[src/common/ifp_pkg.sv]
// Constants, field layout and channel states for the injector fault protection block.
package ifp_pkg;
    localparam int          CLK_NS      = 5;
    localparam int          LIMIT_US    = 60;
    localparam int          RETRY_MS    = 10;
    localparam int          RETRY_US    = RETRY_MS * 1000;
    localparam int          CAL_US      = 32;
    localparam int          CAL_SHIFT   = $clog2(CAL_US);
    localparam logic [10:0] TICK_NOM    = 11'(1000 / CLK_NS);
    localparam int          NCH         = 4;
    localparam int          FRAME_BITS  = 16;
    localparam logic [4:0]  FRAME_LEN   = 5'h10;
    localparam logic [3:0]  CMD_FAULT   = 4'h2;
    localparam logic [3:0]  CMD_ONOFF   = 4'h3;
    localparam logic [3:0]  CMD_CAL     = 4'hE;
    localparam logic [11:0] CFG_RST     = 12'h80F;
    localparam logic [3:0]  ONOFF_RST   = 4'h0;
    localparam int          CFG_RETRY_B = 11;
    localparam int          CFG_TLIM_B  = 10;
    localparam int          CFG_TMR_B   = 9;
    localparam int          CFG_OFF_LSB = 0;
    localparam int          CFG_ON_LSB  = 4;
    localparam int          ST_SUP_LSB  = 12;
    localparam int          ST_OT_LSB   = 8;
    localparam int          ST_ON_LSB   = 4;
    localparam int          ST_OFF_LSB  = 0;
    localparam int          SYNC_W      = 24;

    typedef enum logic [2:0] {
        CH_IDLE,
        CH_RUN,
        CH_LIMIT,
        CH_RETRY,
        CH_HOT,
        CH_LATCH
    } ifp_ch_e;
endpackage : ifp_pkg

[src/ifp_tbase.sv]
// Calibrated one-microsecond time base trimmed by the chip select low pulse.
`timescale 1ns/1ps
`default_nettype none
module ifp_tbase (
    // Clock and reset.
    input  wire logic ref_clk,
    input  wire logic srst,
    // Calibration control.
    input  wire logic cs_low,
    input  wire logic cal_arm,
    // Time base.
    output var  logic tick
);
    import ifp_pkg::*;

    logic        armed_r;
    logic        meas_r;
    logic        cs_d_r;
    logic [15:0] mcnt_r;
    logic [10:0] per_r;
    logic [10:0] tcnt_r;
    logic        tick_r;

    wire         low_start = cs_low & ~cs_d_r;
    wire         low_end   = ~cs_low & cs_d_r;
    wire  [10:0] meas_per  = mcnt_r[CAL_SHIFT +: 11];
    wire         tc_end    = (tcnt_r >= per_r - 11'h001);

    // The low pulse is CAL_US long, so its cycle count over CAL_US is cycles per tick.
    always_ff @(posedge ref_clk) begin
        if (srst) begin
            armed_r <= 1'b0;
            meas_r  <= 1'b0;
            cs_d_r  <= 1'b0;
            mcnt_r  <= 16'h0000;
            per_r   <= TICK_NOM;
        end else begin
            cs_d_r <= cs_low;
            if (cal_arm) begin
                armed_r <= 1'b1;
            end else if (armed_r && low_start) begin
                armed_r <= 1'b0;
                meas_r  <= 1'b1;
                mcnt_r  <= 16'h0001;
            end
            if (meas_r && cs_low && mcnt_r != 16'hFFFF) begin
                mcnt_r <= mcnt_r + 16'h0001;
            end
            if (meas_r && low_end) begin
                meas_r <= 1'b0;
                if (meas_per != 11'h000) begin
                    per_r <= meas_per;
                end
            end
        end
    end

    // Every protection timer counts these ticks.
    always_ff @(posedge ref_clk) begin
        if (srst) begin
            tcnt_r <= 11'h000;
            tick_r <= 1'b0;
        end else begin
            tcnt_r <= tc_end ? 11'h000 : tcnt_r + 11'h001;
            tick_r <= tc_end;
        end
    end

    assign tick = tick_r;
endmodule : ifp_tbase
`default_nettype wire

[src/ifp_top.sv]
// Fault protection, open-load diagnostics and serial control for four injector drivers.
`timescale 1ns/1ps
`default_nettype none
module ifp_top #(
    parameter logic [15:0] LIMIT_TICKS = 16'(ifp_pkg::LIMIT_US),
    parameter logic [15:0] RETRY_TICKS = 16'(ifp_pkg::RETRY_US)
) (
    // Clock and reset.
    input  wire logic                     ref_clk,
    input  wire logic                     srst,
    // Serial interface.
    input  wire logic                     spi_cs_n,
    input  wire logic                     spi_sclk,
    input  wire logic                     spi_mosi,
    output var  logic                     spi_miso,
    output var  logic                     spi_miso_oe_n,
    // Output requests.
    input  wire logic [ifp_pkg::NCH-1:0]  parallel_drive_in_n,
    input  wire logic                     output_disable_in,
    // Driver sense inputs.
    input  wire logic [ifp_pkg::NCH-1:0]  cur_limit_in,
    input  wire logic [ifp_pkg::NCH-1:0]  over_temp_in,
    input  wire logic [ifp_pkg::NCH-1:0]  drain_low_in,
    input  wire logic [ifp_pkg::NCH-1:0]  on_current_low_in,
    // Driver controls.
    output var  logic [ifp_pkg::NCH-1:0]  injector_output_n,
    output var  logic [ifp_pkg::NCH-1:0]  off_sink_en
);
    import ifp_pkg::*;

    logic [SYNC_W-1:0] sync1_r;
    logic [SYNC_W-1:0] sync2_r;
    logic              cs_d_r;
    logic              sclk_d_r;
    logic [15:0]       shin_r;
    logic [15:0]       shout_r;
    logic [4:0]        bcnt_r;
    logic              miso_r;
    logic              miso_oe_n_r;
    logic [11:0]       cfg_r;
    logic [NCH-1:0]    on_spi_r;
    logic              cal_arm_r;
    logic [15:0]       stat_r;
    logic [NCH-1:0]    out_r;
    logic [NCH-1:0]    sink_r;
    ifp_ch_e           st_r   [NCH];
    ifp_ch_e           st_nxt [NCH];
    logic [15:0]       tcnt_r [NCH];
    logic [NCH-1:0]    clr;
    logic [NCH-1:0]    on_nxt;
    logic              tick;

    // Every pin input except ref_clk and srst passes two flip-flops before use.
    wire [SYNC_W-1:0] sync_in = {spi_cs_n, spi_sclk, spi_mosi,
                                 output_disable_in, parallel_drive_in_n,
                                 cur_limit_in, over_temp_in,
                                 drain_low_in, on_current_low_in};

    wire           cs_s   = sync2_r[23];
    wire           sclk_s = sync2_r[22];
    wire           mosi_s = sync2_r[21];
    wire           dis_s  = sync2_r[20];
    wire [NCH-1:0] din_s  = sync2_r[19:16];
    wire [NCH-1:0] cl_s   = sync2_r[15:12];
    wire [NCH-1:0] ot_s   = sync2_r[11:8];
    wire [NCH-1:0] dl_s   = sync2_r[7:4];
    wire [NCH-1:0] ocl_s  = sync2_r[3:0];

    always_ff @(posedge ref_clk) begin
        if (srst) begin
            sync1_r <= {SYNC_W{1'b1}};
            sync2_r <= {SYNC_W{1'b1}};
        end else begin
            sync1_r <= sync_in;
            sync2_r <= sync1_r;
        end
    end

    // Serial framing edges.
    wire       cs_low  = ~cs_s;
    wire       cs_fall = ~cs_s & cs_d_r;
    wire       cs_rise = cs_s & ~cs_d_r;
    wire       sclk_up = cs_low & sclk_s & ~sclk_d_r;
    wire       sclk_dn = cs_low & ~sclk_s & sclk_d_r;
    wire [3:0] addr    = shin_r[15:12];
    wire       apply   = cs_rise & (bcnt_r == FRAME_LEN);

    always_ff @(posedge ref_clk) begin
        if (srst) begin
            cs_d_r   <= 1'b1;
            sclk_d_r <= 1'b0;
            shin_r   <= 16'h0000;
            bcnt_r   <= 5'h00;
        end else begin
            cs_d_r   <= cs_s;
            sclk_d_r <= sclk_s;
            if (cs_fall) begin
                bcnt_r <= 5'h00;
            end else if (sclk_up) begin
                shin_r <= {shin_r[14:0], mosi_s};
                if (bcnt_r != 5'h1F) begin
                    bcnt_r <= bcnt_r + 5'h01;
                end
            end
        end
    end

    // The status word is captured at the frame start and shifted out MSB first.
    always_ff @(posedge ref_clk) begin
        if (srst) begin
            shout_r     <= 16'h0000;
            miso_r      <= 1'b0;
            miso_oe_n_r <= 1'b1;
        end else begin
            miso_oe_n_r <= cs_s;
            if (cs_fall) begin
                shout_r <= stat_r;
                miso_r  <= stat_r[FRAME_BITS-1];
            end else if (sclk_dn) begin
                shout_r <= {shout_r[14:0], 1'b0};
                miso_r  <= shout_r[14];
            end
        end
    end

    // Commands take effect on the chip select rising edge.
    always_ff @(posedge ref_clk) begin
        if (srst) begin
            cfg_r     <= CFG_RST;
            on_spi_r  <= ONOFF_RST;
            cal_arm_r <= 1'b0;
        end else begin
            cal_arm_r <= apply & (addr == CMD_CAL);
            if (apply && addr == CMD_FAULT) begin
                cfg_r <= shin_r[11:0];
            end
            if (apply && addr == CMD_ONOFF) begin
                on_spi_r <= shin_r[NCH-1:0];
            end
        end
    end

    ifp_tbase u_ifp_tbase (
        .ref_clk (ref_clk),
        .srst    (srst),
        .cs_low  (cs_low),
        .cal_arm (cal_arm_r),
        .tick    (tick)
    );

    // Protection strategy decode.
    wire           retry   = cfg_r[CFG_RETRY_B];
    wire           hot_en  = cfg_r[CFG_TLIM_B];
    wire           tmr_en  = ~cfg_r[CFG_TLIM_B] | cfg_r[CFG_TMR_B];
    wire           both_en = cfg_r[CFG_TLIM_B] & cfg_r[CFG_TMR_B];
    wire [NCH-1:0] dreq    = (on_spi_r | din_s) & {NCH{~dis_s}};

    genvar n;
    generate
        for (n = 0; n < NCH; n++) begin : g_ch
            wire hot_trip = hot_en & ot_s[n];
            wire tmr_trip = tmr_en & (tcnt_r[n] >= LIMIT_TICKS);
            wire ret_done = tcnt_r[n] >= RETRY_TICKS;

            always_comb begin
                st_nxt[n] = st_r[n];
                clr[n]    = 1'b0;
                case (st_r[n])
                    CH_IDLE: begin
                        if (dreq[n]) begin
                            st_nxt[n] = CH_RUN;
                        end
                    end
                    CH_RUN: begin
                        if (cl_s[n]) begin
                            st_nxt[n] = CH_LIMIT;
                            clr[n]    = 1'b1;
                        end
                    end
                    CH_LIMIT: begin
                        if (hot_trip) begin
                            st_nxt[n] = !retry ? CH_LATCH : (tmr_en ? CH_RETRY : CH_HOT);
                            clr[n]    = 1'b1;
                        end else if (tmr_trip) begin
                            st_nxt[n] = retry ? CH_RETRY : CH_LATCH;
                            clr[n]    = 1'b1;
                        end else if (!cl_s[n]) begin
                            st_nxt[n] = CH_RUN;
                        end
                    end
                    CH_RETRY: begin
                        if (ret_done && !(both_en && ot_s[n])) begin
                            st_nxt[n] = CH_RUN;
                        end
                    end
                    CH_HOT: begin
                        if (!ot_s[n]) begin
                            st_nxt[n] = CH_RUN;
                        end
                    end
                    CH_LATCH: begin
                        st_nxt[n] = CH_LATCH;
                    end
                    default: begin
                        st_nxt[n] = CH_IDLE;
                    end
                endcase
                if (!dreq[n]) begin
                    st_nxt[n] = CH_IDLE;
                end
            end

            assign on_nxt[n] = (st_nxt[n] == CH_RUN) | (st_nxt[n] == CH_LIMIT);

            always_ff @(posedge ref_clk) begin
                if (srst) begin
                    st_r[n]   <= CH_IDLE;
                    tcnt_r[n] <= 16'h0000;
                end else begin
                    st_r[n] <= st_nxt[n];
                    if (clr[n]) begin
                        tcnt_r[n] <= 16'h0000;
                    end else if (tick && tcnt_r[n] != 16'hFFFF) begin
                        tcnt_r[n] <= tcnt_r[n] + 16'h0001;
                    end
                end
            end

            a_limit_keeps_on: assert property (
                @(posedge ref_clk) disable iff (srst)
                st_r[n] == CH_LIMIT |-> out_r[n])
                else $error("output not driven in current limit");

            a_timer_trip_off: assert property (
                @(posedge ref_clk) disable iff (srst)
                st_r[n] == CH_LIMIT && tmr_trip && !hot_trip && dreq[n]
                |=> (st_r[n] == CH_RETRY || st_r[n] == CH_LATCH) && !out_r[n])
                else $error("timer expiry did not switch output off");

            a_hot_hold_off: assert property (
                @(posedge ref_clk) disable iff (srst)
                st_r[n] == CH_HOT && ot_s[n] && dreq[n] |=> st_r[n] == CH_HOT)
                else $error("output left thermal shutdown while hot");

            a_retry_wait: assert property (
                @(posedge ref_clk) disable iff (srst)
                st_r[n] == CH_RETRY && !ret_done && dreq[n] |=> !out_r[n])
                else $error("retry began before off period ended");

            a_retry_hot_hold: assert property (
                @(posedge ref_clk) disable iff (srst)
                st_r[n] == CH_RETRY && both_en && ot_s[n] && dreq[n]
                |=> st_r[n] == CH_RETRY)
                else $error("combined mode retried while hot");

            a_latch_stays_off: assert property (
                @(posedge ref_clk) disable iff (srst)
                st_r[n] == CH_LATCH && dreq[n] |=> st_r[n] == CH_LATCH && !out_r[n])
                else $error("latched output turned back on");

            a_off_open_mask: assert property (
                @(posedge ref_clk) disable iff (srst)
                !cfg_r[CFG_OFF_LSB + n] |=> !stat_r[ST_OFF_LSB + n])
                else $error("off open load reported with sink disabled");

            a_on_open_mask: assert property (
                @(posedge ref_clk) disable iff (srst)
                !cfg_r[CFG_ON_LSB + n] |=> !stat_r[ST_ON_LSB + n])
                else $error("on open load reported with detection disabled");

            a_supply_short_flag: assert property (
                @(posedge ref_clk) disable iff (srst)
                dreq[n] && cl_s[n] |=> stat_r[ST_SUP_LSB + n])
                else $error("supply short not reported");
        end
    endgenerate

    // Open-load diagnostics follow the drive state and the enable bits.
    wire [NCH-1:0] off_ol = ~out_r & cfg_r[CFG_OFF_LSB +: NCH] & dl_s;
    wire [NCH-1:0] on_ol  = out_r & cfg_r[CFG_ON_LSB +: NCH] & ocl_s;
    wire [NCH-1:0] short_to_supply = dreq & cl_s;
    wire [15:0]    stat_nxt = {short_to_supply, ot_s, on_ol, off_ol};

    always_ff @(posedge ref_clk) begin
        if (srst) begin
            out_r  <= {NCH{1'b0}};
            sink_r <= {NCH{1'b0}};
            stat_r <= 16'h0000;
        end else begin
            out_r  <= on_nxt;
            sink_r <= cfg_r[CFG_OFF_LSB +: NCH] & ~on_nxt;
            stat_r <= stat_nxt;
        end
    end

    a_disable_forces_off: assert property (
        @(posedge ref_clk) disable iff (srst)
        dis_s |=> out_r == {NCH{1'b0}})
        else $error("output on while disabled");

    a_cfg_on_cs_rise: assert property (
        @(posedge ref_clk) disable iff (srst)
        apply && addr == CMD_FAULT |=> cfg_r == $past(shin_r[11:0]))
        else $error("fault config not applied at frame end");

    a_cfg_held_in_frame: assert property (
        @(posedge ref_clk) disable iff (srst)
        !apply |=> $stable(cfg_r))
        else $error("fault config changed outside frame end");

    assign spi_miso          = miso_r;
    assign spi_miso_oe_n     = miso_oe_n_r;
    assign injector_output_n = out_r;
    assign off_sink_en       = sink_r;
endmodule : ifp_top
`default_nettype wire

[config.mk]
export PLATFORM = sky130hd
export DESIGN_NAME = ifp_top
export DESIGN_NICKNAME = d
export VERILOG_FILES = /design/src/common/ifp_pkg.sv /design/src/ifp_tbase.sv /design/src/ifp_top.sv
export SDC_FILE = /design/constraint.sdc
export NUM_CORES = 1
export LEC_CHECK = 0
export BUFFER_PORTS_ARGS = -buffer_cell sky130_fd_sc_hd__buf_2
export CELL_PAD_IN_SITES_DETAIL_PLACEMENT = 0
export CELL_PAD_IN_SITES_GLOBAL_PLACEMENT = 1
export CORE_MARGIN = 2
export CORE_UTILIZATION = 50
export DETAILED_ROUTE_END_ITERATION = 16
export GPL_ROUTABILITY_DRIVEN = 0
export HOLD_SLACK_MARGIN = 0.12
export PLACE_DENSITY_LB_ADDON = 0.1
export SETUP_SLACK_MARGIN = 0.4
export SLEW_MARGIN = 20
export SYNTH_ARGS = -nofsm -noshare
export SYNTH_HDL_FRONTEND = slang
export SYNTH_SLANG_ARGS = --single-unit
[constraint.sdc]
create_clock -name ref_clk -period 5.3 [get_ports ref_clk]
set_input_delay 0.53 -clock ref_clk [delete_from_list [all_inputs] [get_ports ref_clk]]
set_output_delay 0.53 -clock ref_clk [all_outputs]
set_load 0.05 [all_outputs]
* Word-level counts from Yosys, hierarchy flattened
Memory sizes are Yosys's and may differ from the RTL's.
Index checks and enable logic that the tools add are counted.
** Operators by class
- $add $sub $neg :: 8
- $lt $le $gt $ge :: 9
- Equality and inequality tests :: 39
- Multiplexer cells :: 103
- Bitwise logic cells :: 55
- Reductions and logical operators :: 38
** Operators by type and width (number)
- 16-bit two-way mux :: 11
- 3-bit two-way mux :: 35
- 16-bit by 1-bit adder with 16-bit output, second input constant :: 5
- 16-bit inequality test, second input constant :: 5
- 3-bit case mux with 6 select lines :: 4
- 16-bit by 14-bit greater-or-equal comparator with 1-bit output, second input constant :: 4
- 16-bit by 6-bit greater-or-equal comparator with 1-bit output, second input constant :: 4
- 1-bit two-way mux :: 47
- 3-bit by 2-bit == test with 1-bit output, second input constant :: 12
- 15-bit two-way mux :: 2
- 4-bit AND :: 7
- 3-bit by 1-bit == test with 1-bit output, second input constant :: 8
- 3-bit == test, second input constant :: 8
- 1-bit AND :: 19
- 1-bit logical AND :: 18
- 1-bit bitwise OR :: 17
- 3-bit logical NOT :: 4
- 11-bit by 1-bit adder with 11-bit output, second input constant :: 1
- 11-bit greater-or-equal comparator :: 1
- 11-bit nonzero test :: 1
- 11-bit by 1-bit subtractor with 11-bit output, second input constant :: 1
- 2-bit AND reduction :: 5
- 1-bit inverter :: 9
- 4-bit by 2-bit == test with 1-bit output, second input constant :: 2
- 11 further kinds :: 22
** Storage, ports and cells
- Register bits :: 170
- Memory bits (writable) :: 76
- Input bits :: 26
- Logic and storage cells :: 275
- Memories :: 2
** Memory list
- tcnt_r :: depth 4, bits a word 16, read ports 4, clocked after memory_dff 0, write ports 4, line ifp_top.sv:48 : logic [15:0] tcnt_r [NCH];
- st_r :: depth 4, bits a word 3, read ports 4, clocked after memory_dff 0, write ports 4, line ifp_top.sv:46 : ifp_ch_e st_r [NCH];

* Depth between registers and ports, before layout
Gate-level depths: netlist of run 1.
- Depth after elaboration :: 11
- Mapped depth :: 13
- Gate-level depth less buffers :: 12

* Cells and area by module
Synthesis of run 1 repeated with hierarchy kept, for this count alone.
** Unflattened totals
- Cell total of the unflattened synthesis :: 1190
- Area, all modules :: 11159.5 um^2
** By module, submodules not included
- ifp_top :: instances 1, cells each 910, area an instance 8844.7 um^2
- ifp_tbase :: instances 1, cells each 280, area an instance 2314.7 um^2

* Worst setup path before layout of run 1
No wires, ideal clock.
- Path type :: register -> register
- Start :: memory tcnt_r[3][11]
- End :: memory tcnt_r[3][0] (enable)
- Library setup time :: 0.375 ns
- Arrival time :: 2.390 ns
- Data required time :: 4.925 ns
- Slack :: 2.535 ns
- Cell stages (with the launch flop) :: 8
- Period minus slack after synthesis :: 2.765 ns
- Cell sequence :: edfxtp_1 > or4_4 > o41ai_2 > a21boi_1 > nor2_1 > nand2_1 > a41o_1 > nand3_1
** RTL lines (line)
- start, declared :: ifp_top.sv:48

==> impl_metrics.ini, run 1 <==
[synthesis]
synthCells = 1177
synth_edf_count = 64
ys.warnings.count = 0
yosysTopAreaCell = dfxtp_1
yosysSeqAreaShare = 0.5053
yosysUniqueCellTypes = 62
synth_nets = 1228
synth.most_common_cell = nor2_1
synth.ff_latch_count = 245
synth_area_mm2 = 0.01097
synth.top_cell.area_share = 0.3302
async_reset_ff_frac = 0
syn_avg_cell_area_um2 = 9.324
ys_top_cells_by_area = dfxtp_1, edfxtp_1, nor2_1, nand2_1, xor2_1
synthFlopType = dfxtp_1
synthTopCellsByCount = nor2_1, dfxtp_1, nand2_1, edfxtp_1, a21oi_1

[floorplan]
rows = 54
start_util = 0.5060
die_area_mm2 = 0.02315
core-area_mm2 = 0.02169
die_width_um = 152.2
chipHeight_um = 152.2
ios = 36

[global_route]
grt_pass1_vias = 7513
overflow = 0
grt_pass1_wl_um = 37290
antenna_found_initial = 0
grt_usage = 0.1901
grt_max_degree = 78

[clock_tree]
cts_hold_buf = 0
cts_sinks = 245
worstSkewPairLatency_ns = 0.53
cts.reportedPaths.clkPinSlew_ns = 0.06
root_buffer = clkbuf_16
cts_tree = built
cts_buffers = 27
htree_levels = 1
cts_max_path_buffers = 3
postCtsSetupRepairBufs = 0
cts_resized = 0

[cells_and_area]
drive_above_1_share = 0.1146
syn2layout_area_growth_pct = 11.80
num-fill-cells = 1969
regArea_mm2 = 0.005545
n_antenna_cell = 0
final_cells = 1493
multi_input_area_mm2 = 0.005104
fin_util = 0.5657
nNetsFinal = 1244

[timing]
finalHoldViolations = 0
setup_viol = 0
relSlewSlack = 0.2945
slew_viol_final = 0
timing.setup.tns_ns = 0
worst_pin_slew_ns = 1.057
clock.fmax_ghz = 0.2997
clock_skew_ns = 0.009865
period_needed_ns = 3.337
setup_ws_ns = 1.963
period_share = 0.6295
rsz0062_at_grt = no

[hold_path]
hold_path_depth = 2
min_from = parallel_drive_in_n[0]
min_to = sync1_r[16]$_SDFF_PP1_
hold_class = in -> reg

[route]
detail-route-antenna-nets = 0
drt-vias-per-instance = 5.387
drtIter0Drc = 411
drc_errors = 0
drt-total-wl_um = 22430
vias = 8043
drt_pass1_iterations = 5
routedWlPerCell_um = 15.02

[critical_path]
required_ns = 5.45
critPathLaunchType = flip-flop
path_class = reg -> reg
rr_worst_depth = 7
arrival_ns = 3.49
cp-end-kind = flip-flop
cp_max_fo = 16
r2r_start = tcnt_r[3][11]$_SDFFCE_PN0P_
r2r_slack_ns = 1.96
reg2reg_to = tcnt_r[3][10]$_SDFFCE_PN0P_

[run_status]
status = completed

[flow_run]
cap_violations = 0

[placement]
dp_hpwl_um = 15090
post-place-cells = 1444
numPortBuffers = 35
pre_cts_ws_ns = 1.990

[pwr]
p_per_area_mw_per_mm2 = 335.1
ir_drop_v = 0.0002450
p_leak_nw = 4.514
total_power_mw = 4.112
## metal layers
metal  up-vias  global-route usage  routed length, um
met5         -                   0                  0
met4         0             0.05296                493
met3        39             0.03072                997
met2       149              0.2990               9994
met1      3728              0.2731              10950
li1       4127                   -                  -
## flip-flops by register name, summed over array words and instances (netlist names), 4 cells and up
name and cells:
shout_r 15, bcnt_r 5, sync2_r 24, injector_output_n 4
u_ifp_tbase.tcnt_r 11, u_ifp_tbase.per_r 11, tcnt_r 64, st_r 12
stat_r 16, u_ifp_tbase.mcnt_r 16, off_sink_en 4, on_spi_r 4
shin_r 16, sync1_r 24, cfg_r 11
## where the power goes
group | total [mW] | switching, mW | internal, mW
Clock | 1.93 | 0.727 | 1.20
Sequential | 2.02 | 0.0488 | 1.98
Combinational | 0.157 | 0.0942 | 0.0629
Total | 4.11 | 0.870 | 3.24
## area by class of cell
cell class / instances / area share
flip-flops and latches: 245 / 0.4520
multi-input cells: 844 / 0.4160
clock buffers: 41 / 0.06343
well taps: 280 / 0.02855
repair buffers: 39 / 0.01693
clock inverters: 8 / 0.01214
inverters: 36 / 0.01101
## critical path, cell delays in order, from the launching register on
cell and delay [ns]:
edfxtp_1 0.46, or4_4 0.59, o41ai_2 0.46, a21boi_1 0.15, nor2_1 0.17, nand2_1 0.09, a41o_1 0.42, nand3_1 0.61
## cell usage in the layout (no fill, tap or decap), drive strengths merged, types with 39 or more instances in the layout
cell type	instances
nor2	189
dfxtp	181
nand2	110
edfxtp	64
a21oi	53
or2	53
nand3	49
xor2	47
clkbuf	41
mux2i	40
buf	39
## through the flow
step                area, um2  hold slack [ns]
floorplan               10970           0.3895
global placement        11340           0.3919
detailed placement      11340           0.3933
CTS                     12260           0.1596
global route            12270           0.1634
finish                  12270           0.1797
## worst max path at each step
stage / depth (start not counted) / to / slack, ns / startpoint
finish: 7 / tcnt_r[3][10]$_SDFFCE_PN0P_ / 1.96 / tcnt_r[3][11]$_SDFFCE_PN0P_
global route: 7 / tcnt_r[3][9]$_SDFFCE_PN0P_ / 1.76 / tcnt_r[3][11]$_SDFFCE_PN0P_
CTS: 7 / tcnt_r[3][10]$_SDFFCE_PN0P_ / 1.96 / tcnt_r[3][11]$_SDFFCE_PN0P_
detailed placement: 7 / tcnt_r[3][0]$_SDFFCE_PN0P_ / 1.99 / tcnt_r[3][11]$_SDFFCE_PN0P_
global placement: 7 / tcnt_r[3][0]$_SDFFCE_PN0P_ / 2.08 / tcnt_r[3][11]$_SDFFCE_PN0P_
floorplan: 7 / tcnt_r[3][0]$_SDFFCE_PN0P_ / 2.54 / tcnt_r[3][11]$_SDFFCE_PN0P_
## kinds of logic (layout without fill, tap and decap cells)
group,after synthesis,after routing,share of synthesized area
flops,245,245,0.5053
simple gates,539,539,0.2397
buf+inv,88,124,0.03056
xor+xnor,77,77,0.06145
mux,40,40,0.03648
compound gates,163,163,0.09805
fa+ha+maj,25,25,0.02850
Power figures use the tool's default switching activity.
==> run 2, diff against run 1 <==
Settings changed: CORE_UTILIZATION 50 to 48.
Clock period 5.3 ns to 3.1 ns, I/O delays scaled along.
==> impl_metrics.ini, run 2 (same netlist as run 1, synthesis figures left out) <==
[run_status]
status = completed

[critical_path]
r2r_start = tcnt_r[3][11]$_SDFFCE_PN0P_
r2r_slack_ns = 0.53
reg2reg_to = off_sink_en[3]$_SDFF_PP0_
cp_max_fo = 3
max_stage_delay_ns = 0.58
worst-path-buf-inv = 0
required_ns = 3.51
arrival_ns = 2.98
cp.depth = 6
cp-end-kind = flip-flop
startpoint = tcnt_r[3][11]$_SDFFCE_PN0P_
path_cells = or4_4 -> or4_4 -> a32oi_2 -> a221oi_2 -> nand4b_1 -> o311a_1
critPathCapture = off_sink_en[3]$_SDFF_PP0_
path_class = reg -> reg
critPathLaunchType = flip-flop
cpLargestDelayFamily = simple AND/OR/NAND/NOR gates
rr_worst_depth = 6
slowest_stage = or4_4
crit_top_cell = or4_4

[route]
vias = 8232
wl_met2_um = 10470
route.met3.wl_um = 725
drtIter0Drc = 489
detail-route-antenna-nets = 0
drt-vias-per-instance = 5.332
wl_met1_um = 11830
top_layer_used = met4
routedWlPerCell_um = 15.17
drt-total-wl_um = 23420
drt_pass1_iterations = 4
drc_errors = 0

[pwr]
p_leak_nw = 4.753
p_int_mw = 5.572
switching_share = 0.2141
total_power_mw = 7.090
power_frac_comb = 0.043
ir_drop_v = 0.0004277
power_frac_seq = 0.488
p_sw_mw = 1.518
p_per_area_mw_per_mm2 = 556.5
clkPwrFrac = 0.469

[clock_tree]
root_buffer = clkbuf_16
cts_sinks = 245
worstSkewPairLatency_ns = 0.54
cts_max_path_buffers = 3
htree_levels = 1
cts_buffers = 28
cts.reportedPaths.clkPinSlew_ns = 0.06
cts_tree = built

[global_route]
grt_usage = 0.1937
grt_max_degree = 80
overflow = 0
grt_pass1_wl_um = 38870
grt_pass1_vias = 7713
antenna_found_initial = 0

[cells_and_area]
n_antenna_cell = 0
num-fill-cells = 2038
regMostFlops = tcnt_r
final_cell_mix = nor2_1, dfxtp_1, nand2_1
fin_util = 0.5644
largest_reg_flops = 64
top_regs = tcnt_r x64, sync1_r x24, sync2_r x24
final_common_cell = nor2_1
syn2layout_area_growth_pct = 16.09
nNetsFinal = 1289
drive_above_1_share = 0.1319

[timing]
timing.hold.ws_ns = 0.1962
worst_pin_slew_ns = 0.7024
clock.fmax_ghz = 0.3894
finalHoldViolations = 0
clock_skew_ns = 0.02244
timing.setup.tns_ns = 0
period_share = 0.8285
setup_viol = 0
setup_ws_ns = 0.5318
period_needed_ns = 2.568
rsz0062_at_grt = no
relSlewSlack = 0.5317
slew_viol_final = 0

[floorplan]
start_util = 0.4862
core-area_mm2 = 0.02257
die_area_mm2 = 0.02409
ios = 36
chipHeight_um = 155.2
die_width_um = 155.2
rows = 55

[placement]
numPortBuffers = 35
pre_cts_ws_ns = 0.3028
dp_hpwl_um = 15540

[hold_path]
hold_class = in -> reg

[flow_run]
cap_violations = 0
## run 2: cell count changes in the layout (fill, tap and decap cells not counted), moves of 2 or more
cell           delta
buf_4            +19
clkbuf_16         +3
clkinvlp_4        -2
nand3_4           +2
dlygate4sd3_1    +24
clkbuf_8          +4
bufinv_16         -3
## run 2: per-stage QoR
step | std cells | instance area [um2]
6_report | 1544 | 12740
3_5_place_dp | 1464 | 11460
5_1_grt | 1544 | 12740
2_1_floorplan | 1177 | 10980
4_1_cts | 1541 | 12700
3_3_place_gp | 1464 | 11460
## run 2: power by group through the flow
| stage | combinational [mW] | clock, mW | sequential, mW |
|---|---|---|---|
| 2_1_floorplan | 0.192 | 0 | 3.52 |
| 3_3_place_gp | 0.275 | 0 | 3.53 |
| 3_5_place_dp | 0.276 | 0 | 3.53 |
| 4_1_cts | 0.305 | 3.41 | 3.46 |
| 5_1_grt | 0.341 | 3.53 | 3.47 |
| 6_report | 0.306 | 3.33 | 3.46 |
## run 2: worst min-delay path by stage
stage	from	endpoint	slack [ns]	cells after the start
finish	srst	st_r[1][2]$_SDFF_PP0_	0.20	2
global route	srst	u_ifp_tbase.per_r[0]$_SDFFE_PP0P_	0.22	2
CTS	srst	st_r[1][2]$_SDFF_PP0_	0.18	2
detailed placement	sync1_r[16]$_SDFF_PP1_	sync2_r[16]$_SDFF_PP1_	0.39	1
global placement	sync1_r[21]$_SDFF_PP1_	sync2_r[21]$_SDFF_PP1_	0.39	1
floorplan	sync1_r[0]$_SDFF_PP1_	sync2_r[0]$_SDFF_PP1_	0.39	1
## run 2: layer usage
metal / vias to the layer above / track usage
met5: - / 0
met4: 0 / 0.04718
met3: 30 / 0.02479
met2: 128 / 0.3107
met1: 3861 / 0.2796
li1: 4213 / -
## run 2: final cells by class
class | instances | area (um2) | share of cell area
Inverter | 36 | 135.1 | 0.01061
Clock buffer | 47 | 904.6 | 0.07101
Clock inverter | 4 | 56.30 | 0.004420
Tap cell | 285 | 356.6 | 0.02799
Timing Repair Buffer | 82 | 590.6 | 0.04636
Sequential cell | 245 | 5545 | 0.4353
Multi-Input combinational cell | 845 | 5151 | 0.4043
## run 2: what timing repair did
action | in CTS | in global routing
hold buffers | 24 | 0
resized for setup | 3 | 3
setup endpoints to repair | 16 | 32
buffers inserted | 1 | 3
endpoints found under the hold margin | 24 | 0
gates cloned | 1 | 0
pin swaps | 1 | 0
## run 2: worst register-to-register path, delay by kind of cell (launching register included)
kind | cells | cell delay, ns
DFF | 1 | 0.41
and+or+nand+nor | 3 | 1.36
AOI/OAI and AO/OA | 3 | 0.69
==> run 3, diff against run 2 <==
Settings changed: ABC_AREA from default to 1, CORE_UTILIZATION 48 to 47.
Clock period 3.1 ns to 2.63 ns, I/O delays scaled along.
==> impl_metrics.ini, run 3 <==
[run_status]
status = completed

[synthesis]
async_reset_ff_frac = 0
synth_area_mm2 = 0.01141
ys_top_cells_by_area = dfxtp_1, edfxtp_1, nand2_1, nor2_1, inv_1
synthTopCellsByCount = nand2_1, nor2_1, dfxtp_1, inv_1
syn_avg_cell_area_um2 = 7.974
synthFlopType = dfxtp_1
synth_edf_count = 64
synth.ff_latch_count = 245
yosysSeqAreaShare = 0.4860
synthCells = 1431
synth.most_common_cell = nand2_1
yosysTopAreaCell = dfxtp_1
ys.warnings.count = 0
synth.top_cell.area_share = 0.3175
synth_nets = 1482
yosysUniqueCellTypes = 45

[timing]
rsz0062_at_grt = yes
timing.setup.tns_ns = 0
worst_pin_slew_ns = 0.7172
setup_viol = 0
clock_skew_ns = 0.01753
clock.fmax_ghz = 0.4087
relSlewSlack = 0.5182
finalHoldViolations = 0
period_share = 0.9304
slew_viol_final = 0
period_needed_ns = 2.447

[critical_path]
arrival_ns = 2.92
max_stage_delay_ns = 0.32
cp-end-kind = flip-flop
required_ns = 3.11
worst-path-buf-inv = 3
cpLargestDelayFamily = simple AND/OR/NAND/NOR gates
crit_top_cell = nor3b_2
path_cells = inv_2 -> ha_4 -> nand2_4 -> nor3_4 -> nor3b_2 -> nand2_1 -> nor2_1 -> xnor2_1 -> ha_1 -> a21oi_2 -> o21ai_1 -> a21oi_1 -> o311ai_1 -> inv_1 -> nand2_2 -> buf_6 -> nor3b_2
path_class = reg -> reg
slowest_stage = dfxtp_2
critPathLaunchType = flip-flop
cp_max_fo = 8

[cells_and_area]
top_regs = tcnt_r x64, sync1_r x24, sync2_r x24
nNetsFinal = 1575
fin_util = 0.5815
final_common_cell = nand2_1
num-fill-cells = 2235
fin_area_mm2 = 0.01402
syn2layout_area_growth_pct = 22.85
final_cells = 1869
n_antenna_cell = 0
multi_input_area_mm2 = 0.005592
regMostFlops = tcnt_r
regArea_mm2 = 0.005550
largest_reg_flops = 64
drive_above_1_share = 0.1864
final_cell_mix = nand2_1, nor2_1, dfxtp_1

[global_route]
grt_pass1_wl_um = 42030
antenna_found_initial = 0
grt_max_degree = 117
grt_usage = 0.1940
overflow = 0
grt_pass1_vias = 8871

[pwr]
ir_drop_v = 0.0005908
p_leak_nw = 5.642
total_power_mw = 8.487
p_per_area_mw_per_mm2 = 605.4

[route]
drc_errors = 0
routedWlPerCell_um = 13.23
drt-vias-per-instance = 4.940
drtIter0Drc = 433
drt_pass1_iterations = 5
drt-total-wl_um = 24720
vias = 9232
detail-route-antenna-nets = 0

[placement]
numPortBuffers = 35
dp_hpwl_um = 16420
detailed_place.area_mm2 = 0.01200
post-place-cells = 1772

[clock_tree]
cts_tree = built
htree_levels = 1
cts_buffers = 28
cts_sinks = 245
root_buffer = clkbuf_16
cts_max_path_buffers = 3
cts.reportedPaths.clkPinSlew_ns = 0.06
worstSkewPairLatency_ns = 0.55

[floorplan]
rows = 57
die_width_um = 159.8
die_area_mm2 = 0.02554
core-area_mm2 = 0.02411
ios = 36
chipHeight_um = 159.8
start_util = 0.4734

[flow_run]
cap_violations = 0

[hold_path]
hold_class = in -> reg
run 3: routing by layer:
layer,track usage,part of all wire,wire [um],up-vias
met4,0.05324,0.020,496,0
met2,0.3111,0.44,10950,126
met5,0,0,0,-
met1,0.2758,0.50,12400,4210
met3,0.02701,0.035,877,39
li1,-,-,-,4857
run 3: path summary, 6_finish.rpt:
path	slack, ns	cells past startpoint	from	endpoint
setup / recovery	0.18	17	u_ifp_tbase.per_r[1]$_SDFFE_PP0P_	u_ifp_tbase.tcnt_r[2]$_SDFF_PP0_
hold / removal	0.26	3	srst	st_r[0][0]$_SDFF_PP0_
setup reg to reg	0.18	17	u_ifp_tbase.per_r[1]$_SDFFE_PP0P_	u_ifp_tbase.tcnt_r[2]$_SDFF_PP0_
hold reg to reg	0.40	1	sync1_r[8]$_SDFF_PP1_	sync2_r[8]$_SDFF_PP1_
run 3: worst min-delay path, stage by stage:
cell	delay, ns
buf_4	0.12
buf_12	0.22
nor2_1	0.14
run 3: stage by stage:
step                      setup slack [ns]  hold slack, ns
after floorplan                     0.1688          0.3668
final                               0.1831          0.2600
after CTS                           0.1597          0.2428
after global routing              -0.09283          0.2959
after global placement             0.03835          0.3923
after detailed placement           0.02279          0.3923
run 3: repair_timing:
item / 4_1_cts / 5_1_grt
hold buffers: 24 / 0
setup endpoints to repair: 107 / 153
pin swaps: 9 / 41
cloned: 0 / 4
hold endpoints to repair: 24 / 0
resized for setup: 12 / 129
setup buffers: 3 / 15
run 3: where the power goes:
| part | switching (mW) | internal (mW) |
|---|---|---|
| Sequential | 0.0901 | 3.98 |
| Combinational | 0.263 | 0.162 |
| Clock | 1.58 | 2.41 |
| Total | 1.93 | 6.56 |
run 3: final cells by class:
cell class | count | share of cell area
Multi-Input combinational cell | 981 | 0.3989
Sequential cell | 245 | 0.3959
Clock buffer | 45 | 0.06623
Timing Repair Buffer | 100 | 0.06043
Inverter | 167 | 0.04588
Tap cell | 324 | 0.02892
Clock inverter | 6 | 0.003213
Timing Repair inverter | 1 | 0.0005355
run 3: kinds of logic (layout without fill, tap and decap cells):
| logic type | after synthesis | after routing | share of synthesized area |
|---|---|---|---|
| xor+xnor | 48 | 48 | 0.03684 |
| fa+ha+maj | 25 | 25 | 0.02741 |
| flops | 245 | 245 | 0.4860 |
| buf+inv | 205 | 319 | 0.07226 |
| compound gates | 186 | 186 | 0.09507 |
| simple gates | 722 | 722 | 0.2825 |
